**src/core/ecp_pkg.sv**
```systemverilog
// Package with register map, field layout and carrier types of the pin assign block
package ecp_pkg;

	// Register byte address and reset value
	localparam logic [11:0] ECP_ADDR_ASSIGN = 12'h000;
	localparam logic [11:0] ECP_ADDR_SECOND = 12'h004;
	localparam logic [31:0] ECP_RESET_VAL   = 32'h0000_0000;
	localparam logic [31:0] ECP_DEFINED_MSK = 32'hfffc_003f;
	localparam logic [31:0] ECP_SECOND_MSK  = 32'h0000_000f;

	// Field positions in the assignment register
	localparam int ECP_B_CEC1      = 31;
	localparam int ECP_B_CEC0      = 30;
	localparam int ECP_B_SPLC_HI   = 29;
	localparam int ECP_B_SPLC_LO   = 28;
	localparam int ECP_B_PPS       = 27;
	localparam int ECP_B_COUT      = 26;
	localparam int ECP_B_MD1       = 25;
	localparam int ECP_B_MD0       = 24;
	localparam int ECP_B_MC1       = 23;
	localparam int ECP_B_MC0       = 22;
	localparam int ECP_B_TE1       = 21;
	localparam int ECP_B_TE0       = 20;
	localparam int ECP_B_TD1       = 19;
	localparam int ECP_B_TD0       = 18;
	localparam int ECP_B_ZIN_LO    = 4;
	localparam int ECP_B_BIN_LO    = 2;
	localparam int ECP_B_AIN_LO    = 0;

	// Fields of the secondary register (alternate CEC selects)
	localparam int ECP_B_CECR0_LO  = 0;
	localparam int ECP_B_CECR1_LO  = 2;

	// Standby input keep encodings
	localparam logic [1:0] ECP_KEEP_NONE = 2'h0;
	localparam logic [1:0] ECP_KEEP_MII0 = 2'h1;
	localparam logic [1:0] ECP_KEEP_RMII0 = 2'h2;
	localparam logic [1:0] ECP_KEEP_RMII1 = 2'h3;

	// Pin option one-hot codes for a two bit input select
	localparam logic [2:0] ECP_OPT0 = 3'h1;
	localparam logic [2:0] ECP_OPT1 = 3'h2;
	localparam logic [2:0] ECP_OPT2 = 3'h4;

	// Ethernet output enables to the pad ring
	typedef struct packed {
		logic pps;
		logic clk_out;
		logic mgmt_data1;
		logic mgmt_data0;
		logic mgmt_clock1;
		logic mgmt_clock0;
		logic txerr0_txen1;
		logic txen0;
		logic txd_upper;
		logic txd_lower;
	} ecp_eth_oe_t;

	// Standby input keep flags
	typedef struct packed {
		logic mii0;
		logic rmii0;
		logic rmii1;
	} ecp_keep_t;

endpackage

```
**src/core/ecp_pin_assign.sv**
```systemverilog
// Pin function assignment register for Ethernet, CEC and position counter pins
//
// Overview of operation
// - All defined fields clear to zero at reset
// - Reads return last written field values
// - Bit 31 connects CEC channel 1 pin
// - Bit 30 connects CEC channel 0 pin
// - Other variants use secondary two-bit CEC selects
// - Bits 29:28 pick inputs kept live in standby
// - Bit 27 enables pulse-per-second pin output
// - Bit 26 enables Ethernet clock-out pin output
// - Bit 25 enables mgmt data 1; input stays
// - Bit 24 enables mgmt data 0; input stays
// - Bit 23 enables mgmt clock 1; tx clock in stays
// - Bit 22 enables mgmt clock 0 output
// - Bit 21 enables shared txerr0/txen1 output
// - Bits 20..18 enable txen0, upper, lower data
// - Position input selects: 00/01 opt0, 10 opt1, 11 opt2
// - Reserved bits 17:6 read zero, writes ignored
// - Contents survive deep standby transition reset
//
// Decided for this implementation: the placing of the registers and the APB register port.
`timescale 1ns/100ps
module ecp_pin_assign
	import ecp_pkg::*;
#(
	parameter bit VARIANT_CEC_LOCAL = 1'b1 // Variant six or seven
) (
	input  wire logic              I_CLK_SYS,
	input  wire logic              I_SRST,
	input  wire logic              i_deep_standby_rst,
	input  wire logic              i_psel,
	input  wire logic              i_penable,
	input  wire logic              i_pwrite,
	input  wire logic [11:0]       i_paddr,
	input  wire logic [31:0]       i_pwdata,
	input  wire logic [3:0]        i_pstrb,
	output logic      [31:0]       o_prdata,
	output logic                   o_pready,
	output logic                   o_pslverr,
	input  wire logic              i_eth_pps,
	input  wire logic              i_eth_clk_out,
	input  wire logic              i_eth_mgmt_data1_out,
	input  wire logic              i_eth_mgmt_data0_out,
	input  wire logic              i_eth_mgmt_clock1_out,
	input  wire logic              i_eth_mgmt_clock0_out,
	input  wire logic              i_eth_txerr0_txen1,
	input  wire logic              i_eth_txen0,
	input  wire logic [1:0]        i_eth_txd_upper,
	input  wire logic [1:0]        i_eth_txd_lower,
	output ecp_eth_oe_t            o_eth_oe,
	output logic                   o_eth_pps_pin,
	output logic                   o_eth_clk_out_pin,
	output logic                   o_eth_mdio1_pin,
	output logic                   o_eth_mdio0_pin,
	output logic                   o_eth_mdc1_pin,
	output logic                   o_eth_mdc0_pin,
	output logic                   o_eth_txerr0_txen1_pin,
	output logic                   o_eth_txen0_pin,
	output logic      [1:0]        o_eth_txd_upper_pin,
	output logic      [1:0]        o_eth_txd_lower_pin,
	output ecp_keep_t              o_eth_standby_keep,
	output logic                   o_cec1_connect,
	output logic                   o_cec0_connect,
	output logic                   o_mgmt_data_in_connect,
	output logic                   o_tx_clock0_in_connect,
	input  wire logic [2:0]        i_pos2_index_pins,
	input  wire logic [2:0]        i_pos2_phase_b_pins,
	input  wire logic [2:0]        i_pos2_phase_a_pins,
	output logic                   o_pos2_index,
	output logic                   o_pos2_phase_b,
	output logic                   o_pos2_phase_a,
	output logic      [2:0]        o_pos2_sel_onehot
);

	// Bus side register state and next values
	logic [31:0] assign_q;
	logic [31:0] assign_d;
	logic [31:0] second_q;
	logic [31:0] second_d;
	logic [31:0] rdata_d;
	logic [31:0] wmask;
	logic        wr_en;
	logic        rd_setup;
	logic        hit_assign;
	logic        hit_second;
	logic        hit_any;
	logic [1:0]  cecr1;
	logic [1:0]  cecr0;

	// Position counter input path
	logic [2:0]  pos_raw    [3];
	logic [2:0]  pos_meta_q [3];
	logic [2:0]  pos_sync_q [3];
	logic [2:0]  pos_sel    [3];
	logic [2:0]  pos_hit    [3];
	logic [2:0]  pos_out;
	genvar       g;

	// Decode a two bit input select to a one-hot pin option
	function automatic logic [2:0] pos_decode(input logic [1:0] s);
		case (s)
			2'h2:    pos_decode = ECP_OPT1;
			2'h3:    pos_decode = ECP_OPT2;
			default: pos_decode = ECP_OPT0;
		endcase
	endfunction

	// Merge write data into a register word by byte lane
	function automatic logic [31:0] lane_merge(
		input logic [31:0] old_word,
		input logic [31:0] new_word,
		input logic [31:0] lane_mask,
		input logic [31:0] keep_mask
	);
		lane_merge = (old_word & ~lane_mask) |
			(new_word & lane_mask & keep_mask);
	endfunction

	// Address decode and access phase qualifiers
	assign hit_assign = (i_paddr == ECP_ADDR_ASSIGN);
	assign hit_second = (i_paddr == ECP_ADDR_SECOND);
	assign hit_any    = hit_assign | hit_second;
	assign wr_en      = i_psel & i_penable & i_pwrite;
	assign rd_setup   = i_psel & ~i_penable & ~i_pwrite;

	// Byte lane write mask, one strobe for each eight data bits
	generate
		for (g = 0; g < 4; g++) begin : g_lane
			assign wmask[8*g +: 8] = {8{i_pstrb[g]}};
		end
	endgenerate

	// Single cycle access phase, unmapped addresses flag an error
	assign o_pready  = 1'b1;
	assign o_pslverr = i_psel & i_penable & ~hit_any;

	// Next assignment word, only defined bits are ever stored
	always_comb begin
		assign_d = assign_q;
		if (wr_en && hit_assign) begin
			assign_d = lane_merge(assign_q, i_pwdata, wmask,
				ECP_DEFINED_MSK);
		end
	end

	// Assignment register; deep standby reset is not a clear source
	always_ff @(posedge I_CLK_SYS) begin
		if (I_SRST) begin
			assign_q <= ECP_RESET_VAL;
		end else begin
			assign_q <= assign_d;
		end
	end

	// Next secondary word holding the alternate CEC selects
	always_comb begin
		second_d = second_q;
		if (wr_en && hit_second) begin
			second_d = lane_merge(second_q, i_pwdata, wmask,
				ECP_SECOND_MSK);
		end
	end

	// Secondary register, cleared with the assignment register
	always_ff @(posedge I_CLK_SYS) begin
		if (I_SRST) begin
			second_q <= ECP_RESET_VAL;
		end else begin
			second_q <= second_d;
		end
	end

	// Read word chosen in the setup phase, unmapped reads give zero
	always_comb begin
		rdata_d = o_prdata;
		if (rd_setup) begin
			if (hit_assign) begin
				rdata_d = assign_q & ECP_DEFINED_MSK;
			end else if (hit_second) begin
				rdata_d = second_q & ECP_SECOND_MSK;
			end else begin
				rdata_d = ECP_RESET_VAL;
			end
		end
	end

	// Read data register holds until the next read setup
	always_ff @(posedge I_CLK_SYS) begin
		if (I_SRST) begin
			o_prdata <= ECP_RESET_VAL;
		end else begin
			o_prdata <= rdata_d;
		end
	end

	// Output enables follow register bits directly
	always_comb begin
		o_eth_oe.pps          = assign_q[ECP_B_PPS];
		o_eth_oe.clk_out      = assign_q[ECP_B_COUT];
		o_eth_oe.mgmt_data1   = assign_q[ECP_B_MD1];
		o_eth_oe.mgmt_data0   = assign_q[ECP_B_MD0];
		o_eth_oe.mgmt_clock1  = assign_q[ECP_B_MC1];
		o_eth_oe.mgmt_clock0  = assign_q[ECP_B_MC0];
		o_eth_oe.txerr0_txen1 = assign_q[ECP_B_TE1];
		o_eth_oe.txen0        = assign_q[ECP_B_TE0];
		o_eth_oe.txd_upper    = assign_q[ECP_B_TD1];
		o_eth_oe.txd_lower    = assign_q[ECP_B_TD0];
	end

	// Timestamp pulse pin, gated so a disabled function drives nothing
	always_comb begin
		o_eth_pps_pin = i_eth_pps & o_eth_oe.pps;
	end

	// Clock-out pin
	always_comb begin
		o_eth_clk_out_pin = i_eth_clk_out & o_eth_oe.clk_out;
	end

	// Management data pin of channel 1
	always_comb begin
		o_eth_mdio1_pin = i_eth_mgmt_data1_out &
			o_eth_oe.mgmt_data1;
	end

	// Management data pin of channel 0
	always_comb begin
		o_eth_mdio0_pin = i_eth_mgmt_data0_out &
			o_eth_oe.mgmt_data0;
	end

	// Management clock pin of channel 1
	always_comb begin
		o_eth_mdc1_pin = i_eth_mgmt_clock1_out &
			o_eth_oe.mgmt_clock1;
	end

	// Management clock pin of channel 0
	always_comb begin
		o_eth_mdc0_pin = i_eth_mgmt_clock0_out &
			o_eth_oe.mgmt_clock0;
	end

	// Shared transmit error and enable pin
	always_comb begin
		o_eth_txerr0_txen1_pin = i_eth_txerr0_txen1 &
			o_eth_oe.txerr0_txen1;
	end

	// Transmit enable pin of channel 0
	always_comb begin
		o_eth_txen0_pin = i_eth_txen0 & o_eth_oe.txen0;
	end

	// Upper transmit data pair
	always_comb begin
		o_eth_txd_upper_pin = i_eth_txd_upper &
			{2{o_eth_oe.txd_upper}};
	end

	// Lower transmit data pair
	always_comb begin
		o_eth_txd_lower_pin = i_eth_txd_lower & {2{o_eth_oe.txd_lower}};
	end

	// Input paths that stay connected in every state
	assign o_mgmt_data_in_connect = 1'b1;
	assign o_tx_clock0_in_connect = 1'b1;

	// Standby keep flags from the two bit field
	function automatic ecp_keep_t keep_decode(input logic [1:0] s);
		keep_decode = '0;
		case (s)
			ECP_KEEP_MII0:  keep_decode.mii0  = 1'b1;
			ECP_KEEP_RMII0: keep_decode.rmii0 = 1'b1;
			ECP_KEEP_RMII1: keep_decode.rmii1 = 1'b1;
			default:        keep_decode = '0;
		endcase
	endfunction

	// Standby input keep decode
	assign o_eth_standby_keep = keep_decode(
		assign_q[ECP_B_SPLC_HI:ECP_B_SPLC_LO]);

	// Alternate CEC select fields of the secondary register
	assign cecr1 = second_q[ECP_B_CECR1_LO +: 2];
	assign cecr0 = second_q[ECP_B_CECR0_LO +: 2];

	// CEC pin connection, local bits or secondary selects by variant
	always_comb begin
		if (VARIANT_CEC_LOCAL) begin
			o_cec1_connect = assign_q[ECP_B_CEC1];
			o_cec0_connect = assign_q[ECP_B_CEC0];
		end else begin
			o_cec1_connect = (cecr1 != 2'h0);
			o_cec0_connect = (cecr0 != 2'h0);
		end
	end

	// Pin groups in the order phase A, phase B, index
	assign pos_raw[0] = i_pos2_phase_a_pins;
	assign pos_raw[1] = i_pos2_phase_b_pins;
	assign pos_raw[2] = i_pos2_index_pins;

	// First synchroniser stage, pins are asynchronous to the clock
	always_ff @(posedge I_CLK_SYS) begin
		for (int c = 0; c < 3; c++) begin
			if (I_SRST) begin
				pos_meta_q[c] <= 3'h0;
			end else begin
				pos_meta_q[c] <= pos_raw[c];
			end
		end
	end

	// Second stage, the only reader of the first
	always_ff @(posedge I_CLK_SYS) begin
		for (int c = 0; c < 3; c++) begin
			if (I_SRST) begin
				pos_sync_q[c] <= 3'h0;
			end else begin
				pos_sync_q[c] <= pos_meta_q[c];
			end
		end
	end

	// Select each position input from its chosen pin option
	generate
		for (g = 0; g < 3; g++) begin : g_pos
			assign pos_sel[g] = pos_decode(assign_q[2*g +: 2]);
			assign pos_hit[g] = pos_sync_q[g] & pos_sel[g];
			assign pos_out[g] = |pos_hit[g];
		end
	endgenerate

	// Selected position inputs to the counter
	assign o_pos2_phase_a = pos_out[0];
	assign o_pos2_phase_b = pos_out[1];
	assign o_pos2_index   = pos_out[2];

	// Phase A select reported as one-hot
	assign o_pos2_sel_onehot = pos_sel[0];

endmodule

```
**config.mk**
```make
export PLATFORM = sky130hd
export DESIGN_NAME = ecp_pin_assign
export DESIGN_NICKNAME = d
export VERILOG_FILES = /design/src/core/ecp_pkg.sv /design/src/core/ecp_pin_assign.sv
export SDC_FILE = /design/constraint.sdc
export NUM_CORES = 1
export LEC_CHECK = 0
export ABC_AREA = 1
export BUFFER_PORTS_ARGS = -buffer_cell sky130_fd_sc_hd__buf_2
export CAP_MARGIN = 25
export CORE_MARGIN = 10
export CORE_UTILIZATION = 45
export CTS_CLUSTER_SIZE = 25
export DETAILED_ROUTE_END_ITERATION = 7
export HOLD_SLACK_MARGIN = 0.05
export PLACE_DENSITY_LB_ADDON = 0.15
export SLEW_MARGIN = 10
export SYNTH_ARGS = -nofsm -noshare
export SYNTH_HDL_FRONTEND = slang
export SYNTH_SLANG_ARGS = --single-unit
```
**constraint.sdc**
```tcl
create_clock -name I_CLK_SYS -period 1.65 [get_ports I_CLK_SYS]
set_input_delay 0.33 -clock I_CLK_SYS [delete_from_list [all_inputs] [get_ports I_CLK_SYS]]
set_output_delay 0.33 -clock I_CLK_SYS [all_outputs]
set_load 0.1 [all_outputs]
```
==> results.md, run 1 <==
* Leak at 0.00210 µW
* Die width at 99.4 µm
* P per Cell Area at between 900 and 1000 mW/mm²
* Skew final at 0.00842 ns
* Most frequent cells in the layout: buf_2 (97), nand2_1 (82), nor2_1 (73)
* Yosys Warn Count at 0
* First-pass GRT wire length at 11400 µm
* Setup WS pre-CTS at between 0.02 and 0.025 ns
* # DRC at 0
* Io pins at 144
* Vert. Die Dim at 99.4 µm
* Remaining global-route overflow at 0
* TritonCTS buffer count at 9
* Die area at 0.00987 mm²
* Slew @ Worst Pin at between 0.5 and 0.6 ns
* Setup crit start kind: flip-flop
* DR vias at between 2000 and 3000
* P_sw at 1060 µW
* Final Cell Area at 0.00379 mm²
* Row count at 28
* Most common cell after layout, fill and taps aside: buf_2
* H-tree Lvls at 3
* CP Data Arrival Time at 1.25 ns
* Req. time, crit path at 1.32 ns
* Reg clk slew, reported paths at 0.07 ns
* Mapped Area at about 0.0028 mm²
* CTS root buf: clkbuf_8
* Max-cap violations at 0
* Maximum vdd drop at around 0.6 mV
* Switching portion of total power at between 20% and 30%
* # diodes at 0
* Combinational share of power at 16.2%
* Yosys top cell area share at 43.8%
* Final Net Count at 588
* HPWL after detailed placement at approximately 5500 µm
* Initial antenna violation count at 0
* Layout area overhead at 33.9%
* Fmax at 635 MHz
* Layout cells sized above 1 at 35.1%
* GRT Util Overall at about 14%
* Leading area contributor after synthesis: dfxtp_1
* Hold Buf Count CTS at 0
* Clk buf depth at 2
* Vias in the first global route at 2424
* Placed standard-cell area at 0.00352 mm²
* Drt first-iter violations at 101
* Port Buffer Count at 114
* Sequential area share after synthesis at between 40% and 50%
* Final core occ at a little over three fifths
* Via/cell ratio at 4.26
* Post-synthesis register bit count at 62
* Netlist cell types at 26
* Routability cong. at approximately 0.77
* Max Fanout on Critical Path at 5
* DRT Pass-1 Iters at 4
* TritonCTS Sinks at 62
* Flop pwr share at 42.5%
* Initial cell density of the core at 47.0%
* Largest net degree at the start of global routing at 45
* Status: finished, final reports clean
* Synth top area cells: dfxtp_1 (44%), nand2_1 (11%), nor2_1 (10%)
* Routed WL per cell at 11.9 µm
* Setup ws final at 0.0743 ns
* Final cell count without fillers at 593
* Post-Synthesis Cells at slightly above 400
* Int Pwr at 2600 µW
* Crit share post-route at 95.5%
* Max Slew Vio Count at 0
* RSZ-0062 raised after global routing: true
* CTS tree: done
* Crit Path Class: flip-flop to output port
* Core footprint at 0.00603 mm²
* Final setup viols at 0
* Antenna Nets Post-Route at 0
* Worst hold path type: primary input to flip-flop
* Critical Path End Type: output port
* DP Cell Count at ~580
* Syn_area_per_cell at 7.01 µm²
* Post-Route WL at 7060 µm
* Minimum clock period at 1.58 ns
* Skew-Pair Late Insertion Delay at 0.33 ns
* Min-delay src: i_pos2_index_pins[2]
* Slew headroom at approximately 66%
* Clock power frac at 41.3%
* Final hold viol count at 0
critical path, stage by stage, from the launching register on:
cell and delay (ns):
dfxtp_1 0.40, nand2_1 0.07, inv_1 0.05, buf_2 0.41
cells in the mapped netlist:
cell	number
a211oi_1	1
a21oi_1	11
a21oi_2	9
and2_1	1
buf_1	1
buf_2	5
buf_4	27
buf_8	1
clkbuf_1	7
clkinv_1	3
conb_1	2
dfxtp_1	62
inv_1	61
inv_2	2
nand2_1	83
nand2_2	10
nand3_1	14
nand3_2	1
nand4_1	1
nand4_2	1
nor2_1	77
nor2_4	2
nor3_2	1
nor3b_2	1
o21a_1	4
o21ai_0	16
worst paths after layout:
check / cells past startpoint / end / slack (ns)
hold / removal: 3 / pos_meta_q[2][2]$_SDFF_PP0_ / 0.19
hold reg to reg: 2 / pos_sync_q[1][1]$_SDFF_PP0_ / 0.40
setup / recovery: 3 / o_eth_txd_lower_pin[0] / 0.07
setup reg to reg: 4 / flip-flop / 0.90
metrics by stage:
stage | TNS (ns) | total power, µW | hold slack [ns]
after floorplan | -1.20 | 2060 | 0.388
after global placement | 0 | 2180 | 0.389
after detailed placement | 0 | 2180 | 0.392
after CTS | 0 | 3700 | 0.185
after global routing | -0.0286 | 3820 | 0.175
final | 0 | 3660 | 0.194
cell families after synthesis:
group / after synthesis / share of synthesized area (%)
flops: 62 / 43.8
simple gates: 192 / 28.7
buf+inv: 107 / 18.4
other cells: 2 / 0.265
compound gates: 41 / 8.87
timing repair:
action	in CTS	in global routing
endpoints found under the setup margin	4	11
buffers inserted	0	1
gates cloned	0	0
gates resized for setup	3	12
pin swaps	1	3
cell type report:
| type | instances | area (µm²) |
|---|---|---|
| clock buffers | 11 | 151 |
| well taps | 75 | 93.8 |
| flip-flops and latches | 62 | 1250 |
| inverters | 66 | 251 |
| multi-input cells | 248 | 1180 |
| fillers | 578 | 2230 |
| clock inverters | 5 | 81.3 |
| repair buffers | 126 | 791 |
power groups by stage:
stage / registers (µW) / clock network [µW] / logic (µW)
after floorplan: 1750 / 0 / 305
after global placement: 1590 / 0 / 590
after detailed placement: 1590 / 0 / 593
after CTS: 1550 / 1550 / 594
after global routing: 1560 / 1630 / 624
final: 1550 / 1510 / 592
per-layer routing:
metal / GRT usage [%] / part of all wire [%]
met1: 16.4 / 44
met2: 22.3 / 47
met3: 6.85 / 9.0
met4: 3.64 / 0.35
met5: 0 / 0
Note: power is estimated with default switching activity, not from simulation.
==> run 2: changes to the inputs <==
==> constraint.sdc (replaced) <==
create_clock -name I_CLK_SYS -period 1.65 [get_ports I_CLK_SYS]
set_input_delay 0.33 -clock I_CLK_SYS [delete_from_list [all_inputs] [get_ports I_CLK_SYS]]
set_output_delay 0.33 -clock I_CLK_SYS [all_outputs]
set_load 0.05 [all_outputs]
==> results.md, run 2 (same netlist as run 1, synthesis figures left out) <==
* Hold Path Cell Cnt at 3
* DRT Pass-1 Iters at 4
* Post-Route WL at 7360 µm
* Crit Path Class: flip-flop to output port
* Total power at 3490 µW
* Row count at 28
* Core footprint at ~0.0060 mm²
* Critical path, cell by cell: inv_1 -> nor2_4 -> nand2_1 -> nand3_2 -> clkbuf_4
* Most frequent cells in the layout: buf_2 (112), nand2_1 (80), nor2_1 (71)
* CTS root buf: clkbuf_8
* Cells on worst reg2reg path at 4
* Final setup viols at 0
* DR vias at 2613
* Io pins at 144
* Setup TNS at 0 ns
* Final Net Count at slightly below 600
* Routability cong. at 0.814
* HPWL after detailed placement at 5630 µm
* Final cell count without fillers at 594
* Skew final at 0.00848 ns
* Reg clk slew, reported paths at roughly 0.07 ns
* CTS resizes at 0
* P_sw at 929 µW
* Setup crit start kind: flip-flop
* Remaining global-route overflow at 0
* Layout area overhead at 30.9%
* Skew-Pair Late Insertion Delay at 0.34 ns
* Clk buf depth at 2
* Setup ws final at 0.0871 ns
* RSZ-0062 raised after global routing: false
* Layout cells sized above 1 at 35.8%
* Hold Buf Count CTS at 0
* Via/cell ratio at 4.40
* # DRC at 0
* Req. time, crit path at 1.32 ns
* H-tree Lvls at 3
* Final hold viol count at 0
* Initial cell density of the core at about 47%
* P per Cell Area at 941 mW/mm²
* Delay-heaviest family, CP: flip-flops
* Antenna Nets Post-Route at 0
* Most common cell after layout, fill and taps aside: buf_2
* Crit share post-route at roughly 95%
* Port Buffer Count at approximately 110
* Switching portion of total power at 26.6%
* Die width at roughly 99 µm
* Combinational share of power at 11.8%
* Max Fanout on Critical Path at 4
* Routed WL per cell at approximately 12 µm
* First-pass GRT wire length at 11400 µm
* Drt first-iter violations at 100
* Fmax at 640 MHz
* Minimum clock period at roughly 1.6 ns
* Int Pwr at 2560 µW
* DP Cell Count at 578
* Vert. Die Dim at ~99 µm
* Post-CTS setup buffer count at 0
* Bufs and invs on worst path at 2
* Critical path's slowest cell: dfxtp_1
* CP Data Arrival Time at between 1 and 1.5 ns
* Max Slew Vio Count at 0
* Maximum vdd drop at approximately 0.9 mV
* Crit. path cell count at 5
* Critical Path End Type: output port
* Die area at 0.00987 mm²
* TritonCTS Sinks at 62
* Max-cap violations at 0
* Setup WS pre-CTS at 0.0818 ns
* Vias in the first global route at 2439
* Worst hold path type: primary input to flip-flop
* # diodes at 0
* Largest net degree at the start of global routing at 45
* CTS tree: done
* Status: finished, final reports clean
* Initial antenna violation count at 0
* GRT Util Overall at 14.3%
* Leak at 0.00210 µW
* TritonCTS buffer count at 9
* Min-delay src: i_pos2_index_pins[0]
* Clock power frac at 43.6%
* Hold_ws at ~0.19 ns
* Max incr delay on CP at 0.36 ns
* Flop pwr share at 44.6%
==> run 2: worst paths after layout <==
| kind | endpoint | slack [ns] |
|---|---|---|
| max reg2reg | flip-flop | 0.92 |
| min reg2reg | pos_sync_q[2][1]$_SDFF_PP0_ | 0.40 |
| min | pos_meta_q[2][0]$_SDFF_PP0_ | 0.19 |
| max | o_pos2_phase_a | 0.09 |
==> run 2: layout make-up <==
type                            instances  area (µm²)
Inverter                               66         254
Clock buffer                           10         138
Sequential cell                        62        1240
Clock inverter                          6        92.6
Timing Repair Buffer                  127         698
Fill cell                             572        2320
Multi-Input combinational cell        248        1190
Tap cell                               75        93.8
==> run 2: tightest hold or removal path, stage by stage <==
cell,delay [ns]
buf_2,0.07
inv_1,0.03
nor2_1,0.06
==> run 2: metal layers <==
| layer | wire length, µm | GRT usage [%] | vias up |
|---|---|---|---|
| met5 | 0 | 0 | - |
| met4 | 93 | 5.62 | 0 |
| met3 | 621 | 5.95 | 10 |
| met2 | 3770 | 26.0 | 87 |
| met1 | 2870 | 14.2 | 1133 |
| li1 | - | - | 1383 |
==> run 2: power by group through the flow <==
stage                     Sequential, µW  Combinational [µW]  Clock, µW
after global routing                1560                 443       1620
after detailed placement            1590                 411          0
final                               1550                 411       1520
after global placement              1590                 406          0
after floorplan                     1670                 219          0
after CTS                           1550                 412       1550
==> run 2: metrics by stage <==
stage | area (µm²) | utilization [%]
floorplan | 2950 | -
global placement | 3470 | 57.6
detailed placement | 3470 | 57.6
CTS | 3700 | 61.4
global route | 3710 | 61.5
finish | 3710 | 61.5
